--- src/logic/pwmirq_regs.svh ---
// register offsets, field positions and reset values of the pwm interrupt enable block
`ifndef PWMIRQ_REGS_SVH
`define PWMIRQ_REGS_SVH

`define PWMIRQ_ADDR_W 12
`define PWMIRQ_OFS_ENABLE_DIRECT 12'h300
`define PWMIRQ_OFS_ENABLE_SET 12'h304
`define PWMIRQ_OFS_ENABLE_CLEAR 12'h308
`define PWMIRQ_OFS_EVENT_STATUS 12'h310
`define PWMIRQ_OFS_EVENT_CLEAR 12'h314

`define PWMIRQ_BIT_STOPPED 1
`define PWMIRQ_BIT_SEQ_BEGAN0 2
`define PWMIRQ_BIT_SEQ_BEGAN1 3
`define PWMIRQ_BIT_SEQ_FINISHED0 4
`define PWMIRQ_BIT_SEQ_FINISHED1 5
`define PWMIRQ_BIT_PERIOD_FINISHED 6
`define PWMIRQ_BIT_LOOPS_FINISHED 7
`define PWMIRQ_EVT_W 8
`define PWMIRQ_EVT_MASK 8'hFE

`define PWMIRQ_ENABLE_RESET 8'h00
`define PWMIRQ_STATUS_RESET 8'h00
`define PWMIRQ_LOOP_RESET 16'h0000

`define PWMIRQ_RESP_OKAY 2'h0
`define PWMIRQ_RESP_SLVERR 2'h2

`endif

--- src/logic/pwmirq_pkg.sv ---
// types shared by the pwm interrupt enable block
package pwmirq_pkg;

    // register selected by an address
    typedef enum logic [5:0] {
        PWMIRQ_SEL_NONE = 6'h01,
        PWMIRQ_SEL_DIRECT = 6'h02,
        PWMIRQ_SEL_SET = 6'h04,
        PWMIRQ_SEL_CLEAR = 6'h08,
        PWMIRQ_SEL_STATUS = 6'h10,
        PWMIRQ_SEL_EVCLR = 6'h20
    } pwmirq_sel_type;

    // read channel sequencing
    typedef enum logic [1:0] {
        PWMIRQ_RD_IDLE = 2'h1,
        PWMIRQ_RD_RESP = 2'h2
    } pwmirq_rd_state_type;

    // write channel sequencing
    typedef enum logic [2:0] {
        PWMIRQ_WR_COLLECT = 3'h1,
        PWMIRQ_WR_APPLY = 3'h2,
        PWMIRQ_WR_RESP = 3'h4
    } pwmirq_wr_state_type;

endpackage

--- src/logic/pwmirq_loop_if.sv ---
// signals between the register block and the loop completion tracker
`timescale 1ns/1ps
interface pwmirq_loop_if #(
    parameter int LOOP_W = 16
);
    logic start;
    logic seq1_end;
    logic [LOOP_W-1:0] loop_cnt;
    logic loops_done;

    modport tracker (
        input start,
        input seq1_end,
        input loop_cnt,
        output loops_done
    );

    modport owner (
        output start,
        output seq1_end,
        output loop_cnt,
        input loops_done
    );
endinterface

--- src/logic/pwmirq_loop_tracker.sv ---
// tracks loop playback and pulses when the sequence-one completion that ends the last loop of the playback is seen
`timescale 1ns/1ps
`include "pwmirq_regs.svh"
module pwmirq_loop_tracker #(
    parameter int LOOP_W = 16
) (
    input wire logic ref_clk_i,          // block clock
    input wire logic rstn_i,             // synchronous reset, active low
    pwmirq_loop_if.tracker lp            // playback start, loop count, completions
);
    logic [LOOP_W-1:0] remain_ff;
    logic done_ff;

    always_ff @(posedge ref_clk_i) begin
        if (!rstn_i) begin
            remain_ff <= LOOP_W'(`PWMIRQ_LOOP_RESET);
        end else if (lp.start) begin
            // a zero count at start leaves the tracker idle for this playback
            remain_ff <= lp.loop_cnt;
        end else if (lp.seq1_end && remain_ff != '0) begin
            remain_ff <= remain_ff - LOOP_W'(1);
        end
    end

    always_ff @(posedge ref_clk_i) begin
        if (!rstn_i) begin
            done_ff <= 1'b0;
        end else begin
            done_ff <= !lp.start && lp.seq1_end && remain_ff == LOOP_W'(1);
        end
    end

    assign lp.loops_done = done_ff;
endmodule

--- src/logic/pwmirq_top.sv ---
// interrupt enable registers of the pulse-width generator with an axi4-lite slave
//
// Chosen here: register access over AXI4-Lite.
`timescale 1ns/1ps
`include "pwmirq_regs.svh"
module pwmirq_top #(
    parameter int LOOP_W = 16
) (
    input wire logic ref_clk_i,              // block clock, 25 MHz
    input wire logic rstn_i,                 // synchronous reset, active low
    input wire logic [11:0] s_axi_awaddr_i,  // write address
    input wire logic s_axi_awvalid_i,        // write address valid
    output logic s_axi_awready_o,            // write address ready
    input wire logic [31:0] s_axi_wdata_i,   // write data
    input wire logic [3:0] s_axi_wstrb_i,    // write byte strobes
    input wire logic s_axi_wvalid_i,         // write data valid
    output logic s_axi_wready_o,             // write data ready
    output logic [1:0] s_axi_bresp_o,        // write response
    output logic s_axi_bvalid_o,             // write response valid
    input wire logic s_axi_bready_i,         // write response ready
    input wire logic [11:0] s_axi_araddr_i,  // read address
    input wire logic s_axi_arvalid_i,        // read address valid
    output logic s_axi_arready_o,            // read address ready
    output logic [31:0] s_axi_rdata_o,       // read data
    output logic [1:0] s_axi_rresp_o,        // read response
    output logic s_axi_rvalid_o,             // read data valid
    input wire logic s_axi_rready_i,         // read data ready
    input wire logic stopped_i,              // stop event pulse
    input wire logic [1:0] seq_began_i,      // sequence began event pulses
    input wire logic [1:0] seq_finished_i,   // sequence finished event pulses
    input wire logic period_finished_i,      // period finished event pulse
    input wire logic playback_start_i,       // playback start pulse
    input wire logic [LOOP_W-1:0] loop_count_i, // loop count in force at start
    output logic [7:0] irq_enable_o,         // current enable bits
    output logic irq_o                       // interrupt request, level
);
    localparam int EW = `PWMIRQ_EVT_W;

    function automatic pwmirq_pkg::pwmirq_sel_type decode(input logic [11:0] addr);
        unique case ({addr[11:2], 2'h0})
            `PWMIRQ_OFS_ENABLE_DIRECT: decode = pwmirq_pkg::PWMIRQ_SEL_DIRECT;
            `PWMIRQ_OFS_ENABLE_SET: decode = pwmirq_pkg::PWMIRQ_SEL_SET;
            `PWMIRQ_OFS_ENABLE_CLEAR: decode = pwmirq_pkg::PWMIRQ_SEL_CLEAR;
            `PWMIRQ_OFS_EVENT_STATUS: decode = pwmirq_pkg::PWMIRQ_SEL_STATUS;
            `PWMIRQ_OFS_EVENT_CLEAR: decode = pwmirq_pkg::PWMIRQ_SEL_EVCLR;
            default: decode = pwmirq_pkg::PWMIRQ_SEL_NONE;
        endcase
    endfunction

    pwmirq_loop_if #(.LOOP_W(LOOP_W)) loop_bus ();

    pwmirq_loop_tracker #(.LOOP_W(LOOP_W)) u_loop (
        .ref_clk_i(ref_clk_i),
        .rstn_i(rstn_i),
        .lp(loop_bus.tracker)
    );

    assign loop_bus.start = playback_start_i;
    assign loop_bus.seq1_end = seq_finished_i[1];
    assign loop_bus.loop_cnt = loop_count_i;

    // write channel
    pwmirq_pkg::pwmirq_wr_state_type wr_state_ff;
    logic awready_ff;
    logic wready_ff;
    logic bvalid_ff;
    logic [1:0] bresp_ff;
    logic [11:0] waddr_ff;
    logic [31:0] wdata_ff;
    logic wlane0_ff;
    logic aw_have_ff;
    logic w_have_ff;
    logic aw_take;
    logic w_take;

    assign aw_take = s_axi_awvalid_i && awready_ff;
    assign w_take = s_axi_wvalid_i && wready_ff;

    // address and data are caught in either order, then applied once
    always_ff @(posedge ref_clk_i) begin
        if (!rstn_i) begin
            wr_state_ff <= pwmirq_pkg::PWMIRQ_WR_COLLECT;
            awready_ff <= 1'b1;
            wready_ff <= 1'b1;
            aw_have_ff <= 1'b0;
            w_have_ff <= 1'b0;
            waddr_ff <= 12'h000;
            wdata_ff <= 32'h00000000;
            wlane0_ff <= 1'b0;
            bvalid_ff <= 1'b0;
            bresp_ff <= `PWMIRQ_RESP_OKAY;
        end else begin
            unique case (wr_state_ff)
                pwmirq_pkg::PWMIRQ_WR_COLLECT: begin
                    if (aw_take) begin
                        waddr_ff <= s_axi_awaddr_i;
                        aw_have_ff <= 1'b1;
                        awready_ff <= 1'b0;
                    end
                    if (w_take) begin
                        wdata_ff <= s_axi_wdata_i;
                        wlane0_ff <= s_axi_wstrb_i[0];
                        w_have_ff <= 1'b1;
                        wready_ff <= 1'b0;
                    end
                    if ((aw_have_ff || aw_take) && (w_have_ff || w_take)) begin
                        wr_state_ff <= pwmirq_pkg::PWMIRQ_WR_APPLY;
                    end
                end
                pwmirq_pkg::PWMIRQ_WR_APPLY: begin
                    bvalid_ff <= 1'b1;
                    bresp_ff <= (decode(waddr_ff) == pwmirq_pkg::PWMIRQ_SEL_NONE) ?
                        `PWMIRQ_RESP_SLVERR : `PWMIRQ_RESP_OKAY;
                    wr_state_ff <= pwmirq_pkg::PWMIRQ_WR_RESP;
                end
                pwmirq_pkg::PWMIRQ_WR_RESP: begin
                    if (s_axi_bready_i) begin
                        bvalid_ff <= 1'b0;
                        aw_have_ff <= 1'b0;
                        w_have_ff <= 1'b0;
                        awready_ff <= 1'b1;
                        wready_ff <= 1'b1;
                        wr_state_ff <= pwmirq_pkg::PWMIRQ_WR_COLLECT;
                    end
                end
            endcase
        end
    end

    logic wr_apply;
    pwmirq_pkg::pwmirq_sel_type wr_sel;
    logic [EW-1:0] wr_bits;

    // only byte lane 0 carries enable bits; other lanes are ignored
    assign wr_apply = (wr_state_ff == pwmirq_pkg::PWMIRQ_WR_APPLY) && wlane0_ff;
    assign wr_sel = decode(waddr_ff);
    assign wr_bits = wdata_ff[EW-1:0] & `PWMIRQ_EVT_MASK;

    // enable bits
    logic [EW-1:0] enable_ff;
    logic [EW-1:0] nxt_enable;

    always_comb begin
        nxt_enable = enable_ff;
        if (wr_apply) begin
            unique case (wr_sel)
                pwmirq_pkg::PWMIRQ_SEL_DIRECT: nxt_enable = wr_bits;
                pwmirq_pkg::PWMIRQ_SEL_SET: nxt_enable = enable_ff | wr_bits;
                pwmirq_pkg::PWMIRQ_SEL_CLEAR: nxt_enable = enable_ff & ~wr_bits;
                default: nxt_enable = enable_ff;
            endcase
        end
    end

    always_ff @(posedge ref_clk_i) begin
        if (!rstn_i) begin
            enable_ff <= `PWMIRQ_ENABLE_RESET;
        end else begin
            enable_ff <= nxt_enable;
        end
    end

    // event status, sticky
    logic [EW-1:0] events;
    logic [EW-1:0] status_ff;
    logic [EW-1:0] nxt_status;

    always_comb begin
        events = '0;
        events[`PWMIRQ_BIT_STOPPED] = stopped_i;
        events[`PWMIRQ_BIT_SEQ_BEGAN0] = seq_began_i[0];
        events[`PWMIRQ_BIT_SEQ_BEGAN1] = seq_began_i[1];
        events[`PWMIRQ_BIT_SEQ_FINISHED0] = seq_finished_i[0];
        events[`PWMIRQ_BIT_SEQ_FINISHED1] = seq_finished_i[1];
        events[`PWMIRQ_BIT_PERIOD_FINISHED] = period_finished_i;
        events[`PWMIRQ_BIT_LOOPS_FINISHED] = loop_bus.loops_done;
    end

    // a new event beats a clear in the same cycle so it is never lost
    always_comb begin
        nxt_status = status_ff;
        if (wr_apply && wr_sel == pwmirq_pkg::PWMIRQ_SEL_EVCLR) begin
            nxt_status = status_ff & ~wr_bits;
        end
        nxt_status = nxt_status | events;
    end

    always_ff @(posedge ref_clk_i) begin
        if (!rstn_i) begin
            status_ff <= `PWMIRQ_STATUS_RESET;
        end else begin
            status_ff <= nxt_status;
        end
    end

    logic irq_ff;

    always_ff @(posedge ref_clk_i) begin
        if (!rstn_i) begin
            irq_ff <= 1'b0;
        end else begin
            irq_ff <= |(nxt_status & nxt_enable);
        end
    end

    // read channel
    pwmirq_pkg::pwmirq_rd_state_type rd_state_ff;
    logic arready_ff;
    logic rvalid_ff;
    logic [31:0] rdata_ff;
    logic [1:0] rresp_ff;
    pwmirq_pkg::pwmirq_sel_type rd_sel;

    assign rd_sel = decode(s_axi_araddr_i);

    always_ff @(posedge ref_clk_i) begin
        if (!rstn_i) begin
            rd_state_ff <= pwmirq_pkg::PWMIRQ_RD_IDLE;
            arready_ff <= 1'b1;
            rvalid_ff <= 1'b0;
            rdata_ff <= 32'h00000000;
            rresp_ff <= `PWMIRQ_RESP_OKAY;
        end else begin
            unique case (rd_state_ff)
                pwmirq_pkg::PWMIRQ_RD_IDLE: begin
                    if (s_axi_arvalid_i) begin
                        arready_ff <= 1'b0;
                        rvalid_ff <= 1'b1;
                        rresp_ff <= `PWMIRQ_RESP_OKAY;
                        rdata_ff <= 32'h00000000;
                        unique case (rd_sel)
                            pwmirq_pkg::PWMIRQ_SEL_DIRECT,
                            pwmirq_pkg::PWMIRQ_SEL_SET,
                            pwmirq_pkg::PWMIRQ_SEL_CLEAR: rdata_ff[EW-1:0] <= enable_ff;
                            pwmirq_pkg::PWMIRQ_SEL_STATUS: rdata_ff[EW-1:0] <= status_ff;
                            // the event clear register is write only
                            pwmirq_pkg::PWMIRQ_SEL_EVCLR: rdata_ff <= 32'h00000000;
                            default: rresp_ff <= `PWMIRQ_RESP_SLVERR;
                        endcase
                        rd_state_ff <= pwmirq_pkg::PWMIRQ_RD_RESP;
                    end
                end
                pwmirq_pkg::PWMIRQ_RD_RESP: begin
                    if (s_axi_rready_i) begin
                        rvalid_ff <= 1'b0;
                        arready_ff <= 1'b1;
                        rd_state_ff <= pwmirq_pkg::PWMIRQ_RD_IDLE;
                    end
                end
            endcase
        end
    end

    assign s_axi_awready_o = awready_ff;
    assign s_axi_wready_o = wready_ff;
    assign s_axi_bvalid_o = bvalid_ff;
    assign s_axi_bresp_o = bresp_ff;
    assign s_axi_arready_o = arready_ff;
    assign s_axi_rvalid_o = rvalid_ff;
    assign s_axi_rdata_o = rdata_ff;
    assign s_axi_rresp_o = rresp_ff;
    assign irq_enable_o = enable_ff;
    assign irq_o = irq_ff;
endmodule

--- config.mk ---
export PLATFORM = sky130hd
export DESIGN_NAME = pwmirq_top
export DESIGN_NICKNAME = d
export VERILOG_FILES = /design/src/logic/pwmirq_pkg.sv /design/src/logic/pwmirq_loop_if.sv /design/src/logic/pwmirq_loop_tracker.sv /design/src/logic/pwmirq_top.sv
export VERILOG_INCLUDE_DIRS = /design/src /design/src/logic
export SDC_FILE = /design/constraint.sdc
export NUM_CORES = 1
export LEC_CHECK = 0
export ABC_CLOCK_PERIOD_IN_PS = 3500
export BUFFER_PORTS_ARGS = -buffer_cell sky130_fd_sc_hd__buf_2
export CORE_AREA = 2 2 88 82
export DETAILED_ROUTE_END_ITERATION = 10
export DIE_AREA = 0 0 90 84
export PLACE_DENSITY = 0.87
export SYNTH_ARGS = -nofsm -noshare
export SYNTH_HDL_FRONTEND = slang
export SYNTH_SLANG_ARGS = --single-unit
--- constraint.sdc ---
create_clock -name ref_clk_i -period 3.5 [get_ports ref_clk_i]
set_input_delay 0 -clock ref_clk_i [delete_from_list [all_inputs] [get_ports ref_clk_i]]
set_output_delay 0 -clock ref_clk_i [all_outputs]
set_load 0.01 [all_outputs]
==> flow_metrics.env <==
export IMPL_whs_ns=0.0204
export IMPL_synthFlopType="dfxtp_1"
export IMPL_synthAdderAreaFrac_pct=0.757
export IMPL_cts_htree_levels=3
export IMPL_grt_use_total_pct=22.1
export IMPL_synthXorXnorAreaFrac_pct=2.38
export IMPL_clockRootBuffer="clkbuf_8"
export IMPL_antenna_left=0
export IMPL_vdd_drop_max_v=0.000308
export IMPL_synth_top_family_by_area="simple AND/OR/NAND/NOR gates"
export IMPL_worst_pin_slew_ns=1.09
export IMPL_power_density_nw_per_um2=481
export IMPL_muxShareOfSynthArea_pct=6.40
export IMPL_port_buffers=80
export IMPL_vias=3192
export IMPL_slew_headroom_pct=26.2
export IMPL_core_um2=6750
export IMPL_synthCells=391
export IMPL_rows=29
export IMPL_crit_type="register to register"
export IMPL_cts_resized=0
export IMPL_synth_most_common_cell="dfxtp_1"
export IMPL_start_util_pct=49.0
export IMPL_cts_sinks=70
export IMPL_drc=0
export IMPL_dr_first_iter_drc_count=140
export IMPL_ys_types=54
export IMPL_regToRegStartpoint="waddr_ff[9]$_SDFFE_PN0P_"
export IMPL_dp_final_hpwl_um=5290
export IMPL_avgRoutedWirePerCell_um=13.7
export IMPL_io_pins=140
export IMPL_hold_viol=0
export IMPL_synth_area_leader_cell="dfxtp_1"
export IMPL_fin_skew_ns=0.00492
export IMPL_drv_cap=0
export IMPL_p_leak_uw=0.00186
export IMPL_finalNetCount=603
export IMPL_synth_edf_count=0
export IMPL_setup_tns_final_ns=0
export IMPL_grt_max_degree=47
export IMPL_grt_overflow=0
export IMPL_critPathLaunch="waddr_ff[9]$_SDFFE_PN0P_"
export IMPL_clk_pin_slew_worst_paths_ns=0.07
export IMPL_n_fill_cell=584
export IMPL_path_cells="nor4bb_1, nand4_1, o21ai_0, nand2_1, a22oi_1, a41oi_1"
export IMPL_netlist_top_cells_count="dfxtp_1 (70), nor2_1 (52), o21ai_0 (31)"
export IMPL_synth_seq_cells=70
export IMPL_max_clock_freq_ghz=0.419
export IMPL_numCtsBuffers=9
export IMPL_status="finished, final reports clean"
export IMPL_start_kind="register"
export IMPL_critPathRequiredTime_ns=3.69
export IMPL_die_w_um=90
export IMPL_antennaDiodeCount=0
export IMPL_synth_top_area_share_pct=42.4
export IMPL_die_area_um2=7560
export IMPL_antenna_found_initial=0
export IMPL_power_total_uw=2080
export IMPL_fin_crit_sh_pct=68.2
export IMPL_yosysSeqAreaShare_pct=42.4
export IMPL_synth_area_top_cells="dfxtp_1 (42%), buf_4 (6.1%), mux2i_1 (6.1%), nor2_1 (5.9%), o21ai_0 (4.7%)"
export IMPL_hold_class="input pin to register"
export IMPL_slowest_stage="nor4bb_1"
export IMPL_end_kind="register"
export IMPL_finalSetupViolCount=0
export IMPL_synth_async_reset_ratio_pct=0
export IMPL_die_h_um=84
export IMPL_dpl_cell_count=550
export IMPL_clockBufferDepth=2
export IMPL_grt_first_pass_wirelength_um=13500
export IMPL_place_congestion=0.894
export IMPL_via_per_inst=5.24
export IMPL_totalWireLength_um=8360
export IMPL_syn2layout_area_growth_pct=31.0
export IMPL_cts_hold_buf=43
export IMPL_insertion_delay_ns=0.35
export IMPL_slew_violations=0
export IMPL_drive_above_1_share_pct=20.0
export IMPL_post_cts_buffers=0
export IMPL_synth_compound_area_share_pct=17.9
export IMPL_syn_avg_cell_area_um2=8.45
export IMPL_cp_slowest_stage_delay_ns=0.66
export IMPL_path_max_fanout=7
export IMPL_synth_simple_area_share_pct=20.7
export IMPL_hold_start="s_axi_araddr_i[4]"
export IMPL_arrival_ns=2.58
export IMPL_grt_pass1_vias=3035
export IMPL_cts_tree="built"
export IMPL_synth_warnings=0
export IMPL_netlist_area_um2=3310
export IMPL_rsz0062_at_grt="no"
export IMPL_firstDrtPassIters=6
export IMPL_min_period_ns=2.39
export IMPL_fin_cells=609
-- cell families after synthesis --
kind of cell,count (synthesis)
compound gates,99
other cells,1
fa+ha+maj,2
buf+inv,54
mux,21
flops,70
simple gates,135
xor+xnor,9
-- worst max-delay path, delay by kind of cell (launching register included) --
kind	cells	cell delay (ns)
compound gates	3	0.70
simple gates	3	1.20
flops	1	0.34
-- cells in the final DEF, fill, tap and decap left out, types with 3 or more instances in the layout --
cell and n:
buf_2 80, dfxtp_1 70, nor2_1 52, dlygate4sd3_1 43, o21ai_0 31, a21oi_1 30
conb_1 27, nand2_1 22, mux2i_1 20, inv_1 11, nor3_1 11, a211oi_1 9
a22oi_1 9, nor2b_1 9, clkbuf_8 9, a31oi_1 8, xnor2_1 8, nand4_1 4
and2_1 4, nand3_1 4, nand2b_1 3, or3_1 3, clkbuf_1 3, bufinv_16 3
-- layout make-up --
class                   instances  area, um2  area share [%]
clock buffers                  12        135            3.12
repair buffers                124        838            19.4
well taps                      93        116            2.69
flip-flops and latches         70       1400            32.4
inverters                      13       48.8            1.13
multi-input cells             293       1700            39.2
clock inverters                 4       95.1            2.20
-- registers in the layout (all words and copies together) (netlist names), 2 cells and up --
register          flops
status_ff             7
u_loop.remain_ff     16
wdata_ff              7
wr_state_ff           3
irq_enable_o          7
s_axi_rdata_o         8
waddr_ff             10
rd_state_ff           2
-- through the flow --
| step | util [%] | area, um2 | setup slack, ns |
|---|---|---|---|
| floorplan | - | 3400 | 1.48 |
| global placement | 54.4 | 3670 | 1.25 |
| detailed placement | 54.4 | 3670 | 1.17 |
| CTS | 64.2 | 4330 | 1.18 |
| global route | 64.2 | 4330 | 0.869 |
| finish | 64.2 | 4330 | 1.11 |
-- power by group --
group          total, uW  switching [uW]  leakage [uW]  internal [uW]
registers            935            66.9      0.000576            868
clock network        769             296      0.000115            473
logic                379             192       0.00117            187
-- per-layer routing --
layer  share of wire [%]  GRT usage [%]  wire length (um)
met2                  48           36.9              3980
met4                 3.4           14.1               281
met3                 6.5           4.52               540
met5                   0              0                 0
met1                  43           26.0              3560
-- path summary, 6_finish.rpt --
kind,to,slack (ns),depth (start not counted)
setup / recovery,irq_o$_SDFF_PN0_,1.11,6
hold / removal,s_axi_rresp_o[1]$_SDFFE_PN0P_,0.02,3
setup reg to reg,irq_o$_SDFF_PN0_,1.11,6
hold reg to reg,s_axi_rdata_o[0]$_SDFFE_PN0P_,0.43,2
Power figures use the tool's default switching activity.
